## src/hw/scce_cfg.svh

```systemverilog
`ifndef SCCE_CFG_SVH
`define SCCE_CFG_SVH

// ----------------------------------------------------------------
// Register map (printed indexes; byte address is index times four)
// ----------------------------------------------------------------
`define SCCE_CFG_INDEX 8'h19
`define SCCE_EIC_INDEX 8'h1a
`define SCCE_CFG_RESET 8'h63
`define SCCE_EIC_RESET 8'h04

// ----------------------------------------------------------------
// Option register fields
// ----------------------------------------------------------------
`define SCCE_CFG_STOP_ALLOW 7
`define SCCE_CFG_STOP_REC 6
`define SCCE_CFG_WDOG 5
`define SCCE_CFG_IRV 4
`define SCCE_CFG_LOAD_VISIBILITY 3
`define SCCE_CFG_LVE 2
`define SCCE_CFG_PARAM_HI 1
`define SCCE_CFG_PARAM_LO 0

// ----------------------------------------------------------------
// Interrupt control/status fields
// ----------------------------------------------------------------
`define SCCE_EIC_KFLAG 7
`define SCCE_EIC_KEN 6
`define SCCE_EIC_KACK 5
`define SCCE_EIC_KSENS 4
`define SCCE_EIC_IFLAG 3
`define SCCE_EIC_IEN 2
`define SCCE_EIC_IACK 1
`define SCCE_EIC_ISENS 0

// ----------------------------------------------------------------
// Chip select parameter codes and decode windows
// ----------------------------------------------------------------
`define SCCE_PARAM_P0 2'h0
`define SCCE_PARAM_P0_STRETCH 2'h1
`define SCCE_PARAM_GP 2'h2
`define SCCE_PARAM_PORT 2'h3
`define SCCE_PAGE0_HI 8'h00
`define SCCE_STRETCH_LO 16'h0030
`define SCCE_STRETCH_HI 16'h003f
`define SCCE_GP_LO 16'h4000
`define SCCE_GP_HI 16'h7fff

// ----------------------------------------------------------------
// Timing counts, in sys_clk cycles
// ----------------------------------------------------------------
`define SCCE_REC_FAST_CYCLES 12'h400
`define SCCE_REC_NORMAL_CYCLES 12'hfe0
`define SCCE_STRETCH_CYCLES 4'h4

`endif

```

## src/hw/scce_pkg.sv

```systemverilog
package scce_pkg;

  typedef enum logic [1:0] {
    SCCE_IDLE,
    SCCE_ADDR,
    SCCE_DATA
  } scce_bus_state_t;

  typedef struct packed {
    logic req;
    logic rd;
    logic wr;
    logic internal;
    logic page0_ext;
    logic opfetch;
    logic [15:0] addr;
    logic [7:0] wdata;
  } scce_cpu_req_t;

  typedef struct packed {
    logic [7:0] addr_hi;
    logic [7:0] addr_lo;
    logic addr_lo_oe;
    logic [7:0] ad_out;
    logic ad_oe;
    logic as_cs2;
    logic rd_n;
    logic wr_n;
    logic cs1_n;
    logic cs1_pin_sel;
    logic pgm_sel_n;
    logic stretch;
    logic lir_n;
    logic lir_oe;
  } scce_ext_bus_t;

  typedef struct packed {
    logic cpu_ack;
    logic [7:0] ext_rdata;
    logic irq_req;
    logic kbd_req;
    logic ill_stop;
    logic rec_busy;
    logic wdog_en;
    logic lve_en;
  } scce_sys_out_t;

endpackage

```

## src/hw/scce_top.sv

```systemverilog
// Implementation choice: the Avalon-MM slave port.
`timescale 1ns/100ps
`include "scce_cfg.svh"

module scce_top
  import scce_pkg::*;
#(
  parameter logic [11:0] REC_FAST = `SCCE_REC_FAST_CYCLES,
  parameter logic [11:0] REC_NORMAL = `SCCE_REC_NORMAL_CYCLES,
  parameter logic [3:0] STRETCH = `SCCE_STRETCH_CYCLES
) (
  input wire logic sys_clk,
  input wire logic rst_b,
  input wire logic int_reset,
  input wire logic [7:0] avs_address,
  input wire logic avs_read,
  input wire logic avs_write,
  input wire logic [31:0] avs_writedata,
  input wire logic [3:0] avs_byteenable,
  output logic [31:0] avs_readdata,
  output logic avs_waitrequest,
  input wire scce_cpu_req_t cpu,
  input wire logic [7:0] ad_in,
  input wire logic mode_in,
  input wire logic irq_n,
  input wire logic [7:0] kbd_in,
  input wire logic [7:0] kbd_ddr,
  input wire logic vector_fetch,
  input wire logic stop_exec,
  input wire logic wait_exec,
  input wire logic stop_exit,
  output scce_ext_bus_t ext,
  output scce_sys_out_t sys
);

  // --------------------------------------------------------------
  // State
  // --------------------------------------------------------------
  typedef struct packed {
    logic stop_allow;
    logic stop_rec;
    logic wdog_en;
    logic internal_read_visibility;
    logic load_visibility;
    logic lve;
    logic [1:0] param;
    logic cfg_locked;
    logic ext_locked;
    logic k_flag;
    logic k_en;
    logic k_sens;
    logic k_latch;
    logic k_prev;
    logic i_flag;
    logic i_en;
    logic i_sens;
    logic i_latch;
    logic i_prev;
    logic mode_muxed;
    logic mode_pending;
    scce_bus_state_t st;
    logic [15:0] addr;
    logic [7:0] wdata;
    logic [7:0] last_data;
    logic is_wr;
    logic visible;
    logic [3:0] stretch_cnt;
    logic [11:0] rec_cnt;
    logic waitreq;
    logic [7:0] rdata;
    scce_ext_bus_t pins;
    scce_sys_out_t so;
  } scce_state_t;

  scce_state_t state_reg;
  scce_state_t state_next;
  scce_state_t reset_val;

  logic acc;
  logic hit_cfg;
  logic hit_eic;
  logic wr_cfg;
  logic wr_eic;
  logic [7:0] wd;
  logic [7:0] cfg_rd;
  logic [7:0] eic_rd;
  logic irq_low;
  logic set_i;
  logic kbd_low;
  logic set_k;
  logic in_page0;
  logic in_gp;
  logic in_stretch;
  logic cs1_en;
  logic cs1_page0;
  logic cs1_hit;

  // --------------------------------------------------------------
  // Next state
  // --------------------------------------------------------------
  always_comb begin
    state_next = state_reg;
    reset_val = '0;
    reset_val.stop_allow = 1'(`SCCE_CFG_RESET >> `SCCE_CFG_STOP_ALLOW);
    reset_val.stop_rec = 1'(`SCCE_CFG_RESET >> `SCCE_CFG_STOP_REC);
    reset_val.wdog_en = 1'(`SCCE_CFG_RESET >> `SCCE_CFG_WDOG);
    reset_val.internal_read_visibility = 1'(`SCCE_CFG_RESET >> `SCCE_CFG_IRV);
    reset_val.load_visibility = 1'(`SCCE_CFG_RESET >> `SCCE_CFG_LOAD_VISIBILITY);
    reset_val.lve = 1'(`SCCE_CFG_RESET >> `SCCE_CFG_LVE);
    reset_val.param = 2'(`SCCE_CFG_RESET >> `SCCE_CFG_PARAM_LO);
    reset_val.k_en = 1'(`SCCE_EIC_RESET >> `SCCE_EIC_KEN);
    reset_val.k_sens = 1'(`SCCE_EIC_RESET >> `SCCE_EIC_KSENS);
    reset_val.i_en = 1'(`SCCE_EIC_RESET >> `SCCE_EIC_IEN);
    reset_val.i_sens = 1'(`SCCE_EIC_RESET >> `SCCE_EIC_ISENS);
    reset_val.i_prev = 1'b1;
    reset_val.mode_pending = 1'b1;
    reset_val.st = SCCE_IDLE;
    reset_val.waitreq = 1'b1;
    reset_val.pins.rd_n = 1'b1;
    reset_val.pins.wr_n = 1'b1;
    reset_val.pins.cs1_n = 1'b1;
    reset_val.pins.pgm_sel_n = 1'b1;
    reset_val.pins.lir_n = 1'b1;
    state_next.so.cpu_ack = 1'b0;
    state_next.so.ill_stop = 1'b0;

    // ------------------------------------------------------------
    // Register slave
    // ------------------------------------------------------------
    acc = avs_read | avs_write;
    hit_cfg = avs_address[1:0] == 2'h0
      && {2'h0, avs_address[7:2]} == `SCCE_CFG_INDEX;
    hit_eic = avs_address[1:0] == 2'h0
      && {2'h0, avs_address[7:2]} == `SCCE_EIC_INDEX;
    wd = avs_writedata[7:0];
    wr_cfg = avs_write & ~state_reg.waitreq & hit_cfg & avs_byteenable[0];
    wr_eic = avs_write & ~state_reg.waitreq & hit_eic & avs_byteenable[0];
    cfg_rd = {state_reg.stop_allow, state_reg.stop_rec, state_reg.wdog_en,
      state_reg.internal_read_visibility, state_reg.load_visibility, state_reg.lve, state_reg.param};
    // Acknowledge bits are strobes; they always read back as zero
    eic_rd = {state_reg.k_flag, state_reg.k_en, 1'b0, state_reg.k_sens,
      state_reg.i_flag, state_reg.i_en, 1'b0, state_reg.i_sens};
    // One wait cycle per access keeps read data a registered value
    state_next.waitreq = ~(acc & state_reg.waitreq);
    if (acc & state_reg.waitreq) begin
      if (hit_cfg & avs_read) begin
        state_next.rdata = cfg_rd;
      end else if (hit_eic & avs_read) begin
        state_next.rdata = eic_rd;
      end else begin
        state_next.rdata = 8'h00;
      end
    end

    if (wr_cfg) begin
      if (!state_reg.cfg_locked) begin
        state_next.stop_allow = wd[`SCCE_CFG_STOP_ALLOW];
        state_next.stop_rec = wd[`SCCE_CFG_STOP_REC];
        state_next.wdog_en = wd[`SCCE_CFG_WDOG];
        state_next.cfg_locked = 1'b1;
      end
      state_next.internal_read_visibility = wd[`SCCE_CFG_IRV];
      state_next.load_visibility = wd[`SCCE_CFG_LOAD_VISIBILITY];
      state_next.lve = wd[`SCCE_CFG_LVE];
      state_next.param = wd[`SCCE_CFG_PARAM_HI:`SCCE_CFG_PARAM_LO];
    end
    if (wr_eic) begin
      state_next.k_en = wd[`SCCE_EIC_KEN];
      state_next.i_en = wd[`SCCE_EIC_IEN];
      if (!state_reg.ext_locked) begin
        state_next.k_sens = wd[`SCCE_EIC_KSENS];
        state_next.i_sens = wd[`SCCE_EIC_ISENS];
        state_next.ext_locked = 1'b1;
      end
    end

    // ------------------------------------------------------------
    // External interrupt; a set in the same cycle beats an acknowledge or vector fetch clear
    // ------------------------------------------------------------
    irq_low = ~irq_n;
    state_next.i_prev = irq_n;
    set_i = (state_reg.i_prev & irq_low) | (state_reg.i_sens & irq_low);
    if (wr_eic & wd[`SCCE_EIC_IACK]) begin
      state_next.i_latch = 1'b0;
      if (!state_reg.i_sens) begin
        state_next.i_flag = 1'b0;
      end
    end
    if (vector_fetch) begin
      state_next.i_flag = 1'b0;
      state_next.i_latch = 1'b0;
    end
    if (set_i) begin
      state_next.i_latch = 1'b1;
      state_next.i_flag = 1'b1;
    end
    if (stop_exec | wait_exec) begin
      state_next.i_en = 1'b1;
    end
    state_next.so.irq_req = state_next.i_flag & state_next.i_en;

    // ------------------------------------------------------------
    // Keyboard interrupt on input-configured port lines
    // ------------------------------------------------------------
    kbd_low = |(~kbd_in & ~kbd_ddr);
    state_next.k_prev = kbd_low;
    set_k = state_reg.k_en
      & ((~state_reg.k_prev & kbd_low) | (state_reg.k_sens & kbd_low));
    if (wr_eic & wd[`SCCE_EIC_KACK]) begin
      state_next.k_latch = 1'b0;
      if (!state_reg.k_sens) begin
        state_next.k_flag = 1'b0;
      end
    end
    if (set_k) begin
      state_next.k_latch = 1'b1;
      state_next.k_flag = 1'b1;
    end
    // Wake-up from stop or wait uses this same request
    state_next.so.kbd_req = state_next.k_flag & state_next.k_en;

    // ------------------------------------------------------------
    // Stop handling and recovery count
    // ------------------------------------------------------------
    if (stop_exec & ~state_reg.stop_allow) begin
      state_next.so.ill_stop = 1'b1;
    end
    if (stop_exit) begin
      state_next.so.rec_busy = 1'b1;
      state_next.rec_cnt = (state_reg.stop_rec ? REC_NORMAL : REC_FAST)
        - 12'h001;
    end else if (state_reg.so.rec_busy) begin
      if (state_reg.rec_cnt == 12'h000) begin
        state_next.so.rec_busy = 1'b0;
      end else begin
        state_next.rec_cnt = state_reg.rec_cnt - 12'h001;
      end
    end
    state_next.so.wdog_en = state_next.wdog_en;
    state_next.so.lve_en = state_next.lve;

    // ------------------------------------------------------------
    // Mode capture on the first cycle after reset release
    // ------------------------------------------------------------
    if (state_reg.mode_pending) begin
      state_next.mode_pending = 1'b0;
      state_next.mode_muxed = mode_in;
      // Strobe idles low; select two idles high (inactive)
      state_next.pins.as_cs2 = ~mode_in;
    end
    state_next.pins.addr_lo_oe = ~state_reg.mode_muxed;
    state_next.pins.cs1_pin_sel = state_reg.param != `SCCE_PARAM_PORT;
    // Drive starts only after capture so the mode level is not fought
    state_next.pins.lir_oe = ~state_reg.mode_pending
      & state_reg.load_visibility & state_reg.internal_read_visibility;

    // ------------------------------------------------------------
    // Expansion bus cycle
    // ------------------------------------------------------------
    in_page0 = state_reg.addr[15:8] == `SCCE_PAGE0_HI & cpu.page0_ext;
    in_gp = state_reg.addr >= `SCCE_GP_LO
      && state_reg.addr <= `SCCE_GP_HI;
    in_stretch = state_reg.addr >= `SCCE_STRETCH_LO
      && state_reg.addr <= `SCCE_STRETCH_HI;
    cs1_en = state_reg.param != `SCCE_PARAM_PORT;
    cs1_page0 = ~state_reg.mode_muxed
      | (state_reg.param != `SCCE_PARAM_GP);
    cs1_hit = cs1_page0 ? in_page0 : in_gp;

    case (state_reg.st)
      SCCE_IDLE: begin
        // Ack cycle ignores a request the master has not yet dropped
        if (cpu.req & ~state_reg.mode_pending & ~state_reg.so.cpu_ack) begin
          state_next.st = SCCE_ADDR;
          state_next.addr = cpu.addr;
          state_next.wdata = cpu.wdata;
          state_next.is_wr = cpu.wr;
          state_next.visible = ~cpu.internal | state_reg.internal_read_visibility;
          if (~cpu.internal | state_reg.internal_read_visibility) begin
            state_next.pins.addr_hi = cpu.addr[15:8];
            state_next.pins.pgm_sel_n = ~cpu.addr[15];
            state_next.pins.lir_n = ~cpu.opfetch;
            if (state_reg.mode_muxed) begin
              state_next.pins.ad_out = cpu.addr[7:0];
              state_next.pins.ad_oe = 1'b1;
              state_next.pins.as_cs2 = 1'b1;
            end else begin
              state_next.pins.addr_lo = cpu.addr[7:0];
            end
          end else begin
            // Quiet cycle: address holds, data pins show last data
            state_next.pins.ad_out = state_reg.last_data;
            state_next.pins.ad_oe = 1'b1;
          end
        end
      end
      SCCE_ADDR: begin
        state_next.st = SCCE_DATA;
        state_next.stretch_cnt = 4'h0;
        if (state_reg.visible) begin
          state_next.pins.rd_n = state_reg.is_wr;
          state_next.pins.wr_n = ~state_reg.is_wr;
          state_next.pins.cs1_n = ~(cs1_en & cs1_hit);
          state_next.pins.ad_out = state_reg.is_wr ? state_reg.wdata
            : state_reg.last_data;
          state_next.pins.ad_oe = state_reg.is_wr;
          if (state_reg.mode_muxed) begin
            state_next.pins.as_cs2 = 1'b0;
          end else begin
            state_next.pins.as_cs2 = ~in_gp;
          end
          if (cs1_en & cs1_page0 & in_stretch
              & state_reg.param == `SCCE_PARAM_P0_STRETCH) begin
            state_next.stretch_cnt = STRETCH;
            state_next.pins.stretch = 1'b1;
          end
        end
      end
      SCCE_DATA: begin
        if (state_reg.stretch_cnt != 4'h0) begin
          state_next.stretch_cnt = state_reg.stretch_cnt - 4'h1;
        end else begin
          state_next.st = SCCE_IDLE;
          state_next.so.cpu_ack = 1'b1;
          state_next.pins.stretch = 1'b0;
          state_next.pins.rd_n = 1'b1;
          state_next.pins.wr_n = 1'b1;
          state_next.pins.cs1_n = 1'b1;
          state_next.pins.lir_n = 1'b1;
          if (!state_reg.mode_muxed) begin
            state_next.pins.as_cs2 = 1'b1;
          end
          if (state_reg.visible) begin
            if (state_reg.is_wr) begin
              state_next.last_data = state_reg.wdata;
            end else begin
              state_next.last_data = ad_in;
              state_next.so.ext_rdata = ad_in;
            end
          end
        end
      end
      default: begin
        state_next.st = SCCE_IDLE;
      end
    endcase

    // ------------------------------------------------------------
    // Internal resets clear options but not once-per-external bits
    // ------------------------------------------------------------
    if (int_reset) begin
      state_next = reset_val;
      state_next.ext_locked = state_reg.ext_locked;
      state_next.k_sens = state_reg.k_sens;
      state_next.i_sens = state_reg.i_sens;
      state_next.mode_muxed = state_reg.mode_muxed;
      state_next.mode_pending = 1'b0;
      state_next.pins.as_cs2 = ~state_reg.mode_muxed;
    end
  end

  // --------------------------------------------------------------
  // Registers
  // --------------------------------------------------------------
  always_ff @(posedge sys_clk) begin
    if (!rst_b) begin
      state_reg <= reset_val;
    end else begin
      state_reg <= state_next;
    end
  end

  assign avs_readdata = {24'h000000, state_reg.rdata};
  assign avs_waitrequest = state_reg.waitreq;
  assign ext = state_reg.pins;
  assign sys = state_reg.so;

endmodule

```

## config.mk

```make
export PLATFORM = sky130hd
export DESIGN_NAME = scce_top
export DESIGN_NICKNAME = d
export VERILOG_FILES = /design/src/hw/scce_pkg.sv /design/src/hw/scce_top.sv
export VERILOG_INCLUDE_DIRS = /design/src /design/src/hw
export SDC_FILE = /design/constraint.sdc
export NUM_CORES = 1
export LEC_CHECK = 0
export ABC_AREA = 0
export BUFFER_PORTS_ARGS = -buffer_cell sky130_fd_sc_hd__clkbuf_2
export CORE_AREA = 2 2 108 110
export CTS_CLUSTER_DIAMETER = 120
export CTS_CLUSTER_SIZE = 12
export DETAILED_ROUTE_END_ITERATION = 10
export DIE_AREA = 0 0 110 112
export GPL_ROUTABILITY_DRIVEN = 0
export PLACE_DENSITY = 0.84
export SLEW_MARGIN = 20
export SYNTH_ARGS = -nofsm -noshare
export SYNTH_HDL_FRONTEND = slang
export SYNTH_SLANG_ARGS = --single-unit
```

## constraint.sdc

```tcl
create_clock -name sys_clk -period 4.7 [get_ports sys_clk]
set_input_delay 0.235 -clock sys_clk [delete_from_list [all_inputs] [get_ports sys_clk]]
set_output_delay 0.235 -clock sys_clk [all_outputs]
set_load 0.05 [all_outputs]
```

==> impl_metrics.toml <==
[outcome]
outcome = "finished, final reports clean"

[clock_network]
cts.hold.buffers_added = 0
worst_setup_hold_path_clk_slew_ns = 0.06
cts_max_path_buffers = 2
cts_inserted_buffers = 17
h-tree-depth = 4
clock_latency_on_the_worst_skew_pair_ns = 0.41
cts_tree = "done"
postCtsSetupBuffers = 0
clock_sink_count = 126
root_cell_of_the_clock_tree = "clkbuf_16"
postCtsResizedCells = 0

[power]
power.share.sequential = 0.423
internal_power_contribution_mw = 1.94
switching_share = 0.260
clkPwrFrac = 0.479
power_mw = 2.62
combPwrFrac = 0.098
max-vdd-ir-drop_mv = 0.238
power_density_relative_to_cell_area_nw_per_um2 = 387
static-leakage-power_nw = 2.73
switching_power_of_the_nets_mw = 0.681

[drt]
post_drt_wl_per_cell_um = 15.5
drc_errors = 0
routed-via-count = 4987
detailedRoute.firstIterationViolations = 254
first_pass_iters = 5
viasPerCell = 5.50
ant_nets = 0
total_wirelength_of_the_detailed_routed_design_um = 14100

[timing]
final-setup-viol-count = 0
min_period_over_period = 0.499
skew_ns = 0.0113
period_minus_slack_ns = 2.35
finalHoldViolCount = 0
max_freq_ghz = 0.426
grt_setup_unrepaired = "false"
setup-tns-final_ns = 0
final_max_slew_viol_count = 0
worstMarginPinSlew_ns = 1.02
worst_slew_margin_rel = 0.317

[worst_hold_path]
min_from = "cpu[6]"
worst_hold_path.num_cells = 3
min-delay-path-class = "input port to flop"

[critical_path]
start_kind = "flop"
critPathArrivalTime_ns = 2.68
critPathLaunch = "state_reg[111]"
crit_path_end_kind = "flop"
worstPathRequired_ns = 5.03
critical_path_peak_fanout = 27
crit_slowest_cell = "nor2_2"
crit_path_max_incr_delay_ns = 0.86
cp_cell_sequence = "or3b_1, nor2_2, buf_4, nand2_1, a21oi_1"
criticalPathCategory = "flop to flop"
critical_path.reg2reg.startpoint = "state_reg[111]"
timing.reg2reg.worst_path_depth = 5

[logic_synthesis]
syn-mean-instance-area_sq_um = 8.69
synth.distinct_cells = 67
netlist.area_leader.share = 0.423
synthArstFlopShare = 0
ys_ff_latch = 126
synth_edf_count = 0
yosys.area.top_type = "dfxtp_1"
synth-seq-area-share = 0.423
syn_area_sq_um = 5960
post_synth_inst_count = 686
ys_dominant_reg_cell = "dfxtp_1"
synth.yosys.warnings = 0
synthTopCellsByArea = "dfxtp_1 42%, buf_4 10%, mux2i_1 5.4%"

[die]
initial_cell_density_of_the_core = 0.533
placeableCoreArea_sq_um = 11200
floorplan.die_area_sq_um = 12300
fp.dieH_um = 112
pin_count = 192
floorplan.rows = 39
die_width_um = 110

[global_route]
vias_in_the_first_global_route = 4695
global_route.usage.total = 0.233
first_pass_grt_wire_length_um = 22600
largest_net_degree_at_the_start_of_global_routing = 58
global_route.overflow_total = 0
antenna_found_initial = 0

[final_layout]
nets = 863
final_layout_size_suffix_gt1_frac = 0.251
largest_register_ff_count = 54
final_common_cell = "clkbuf_2"
regArea_sq_um = 2520
postLayoutCoreUtil = 0.606
layout_common_cells = "139 x clkbuf_2, 126 x dfxtp_1, 80 x nand2_1"
antenna-diode-count = 0
layout-area-overhead-vs-synth_pct = 13.7
layout_fillers = 979
multi_input_gate_area_in_the_final_layout_sq_um = 2740

[place]
post-dp-hpwl_um = 9990
port-buffer-count = 139

[job]
timing.max_cap.violations = 0
cells by family (layout without fill, tap and decap cells):
logic type,Yosys count,in the layout,share of synthesized area
adders and majority gates,2,2,0.00420
DFF,126,126,0.423
xor gates and xnor gates,1,1,0.00147
muxes,34,34,0.0575
other,1,24,0.000629
buffers and inverters,130,185,0.135
and+or+nand+nor,248,248,0.210
AOI/OAI and AO/OA,144,144,0.167
cell usage after synthesis (all sizes together) (3+ instances only):
library cell	number
a311oi	4
nand3	18
or4	3
a22oi	6
inv	9
nand4	7
nand3b	4
o22ai	6
nand2b	9
dfxtp	126
or2	4
nor3b	3
and2	5
a21oi	42
o211ai	3
nor3	14
a31oi	9
and3	4
nand2	81
nor2	56
clkbuf	30
nand4bb	3
a22o	8
o21ai	15
nor2b	14
nor4	11
a32oi	9
or3	3
a211oi	14
mux2i	32
o31ai	10
buf	89
per-layer routing:
layer | vias to the layer above | part of all wire | track usage
li1 | 2469 | - | -
met1 | 2332 | 0.43 | 0.298
met4 | 0 | 0.011 | 0.0565
met2 | 171 | 0.49 | 0.385
met5 | - | 0 | 0
met3 | 15 | 0.071 | 0.0679
worst paths after layout:
check,to,slack (ns)
worst max-delay path,state_reg[100],2.35
worst min register to register,state_reg[97],0.45
worst max register to register,state_reg[100],2.35
worst min-delay path,state_reg[91],0.05
metrics by stage:
step                      hold slack [ns]  worst slack [ns]  cell area [sq um]  std cells
after floorplan                     0.336              2.79               6050        709
after global placement              0.442              2.37               6200        876
after detailed placement            0.448              2.37               6200        876
after CTS                          0.0365              2.34               6770        907
after global routing               0.0425              2.15               6770        907
final                              0.0496              2.35               6770        907
worst max-delay path: cells and delay by family, from the launching register on:
| kind | cells | cell delay, ns |
|---|---|---|
| compound gates | 1 | 0.11 |
| flops | 1 | 0.35 |
| buf+inv | 1 | 0.28 |
| simple gates | 3 | 1.52 |
layout make-up:
type	instances	share of cell area
Multi-Input combinational cell	453	0.404
Clock inverter	14	0.0214
Sequential cell	126	0.372
Inverter	11	0.00610
Tap cell	143	0.0264
Clock buffer	17	0.0628
Timing Repair Buffer	143	0.107
power groups by stage:
stage	registers, mW	clock network [mW]	logic (mW)
finish	1.11	1.26	0.257
global route	1.11	1.32	0.278
CTS	1.11	1.27	0.256
detailed placement	1.13	0	0.255
global placement	1.13	0	0.251
floorplan	1.12	0	0.208
No activity file was read; power rests on OpenSTA's default activity.
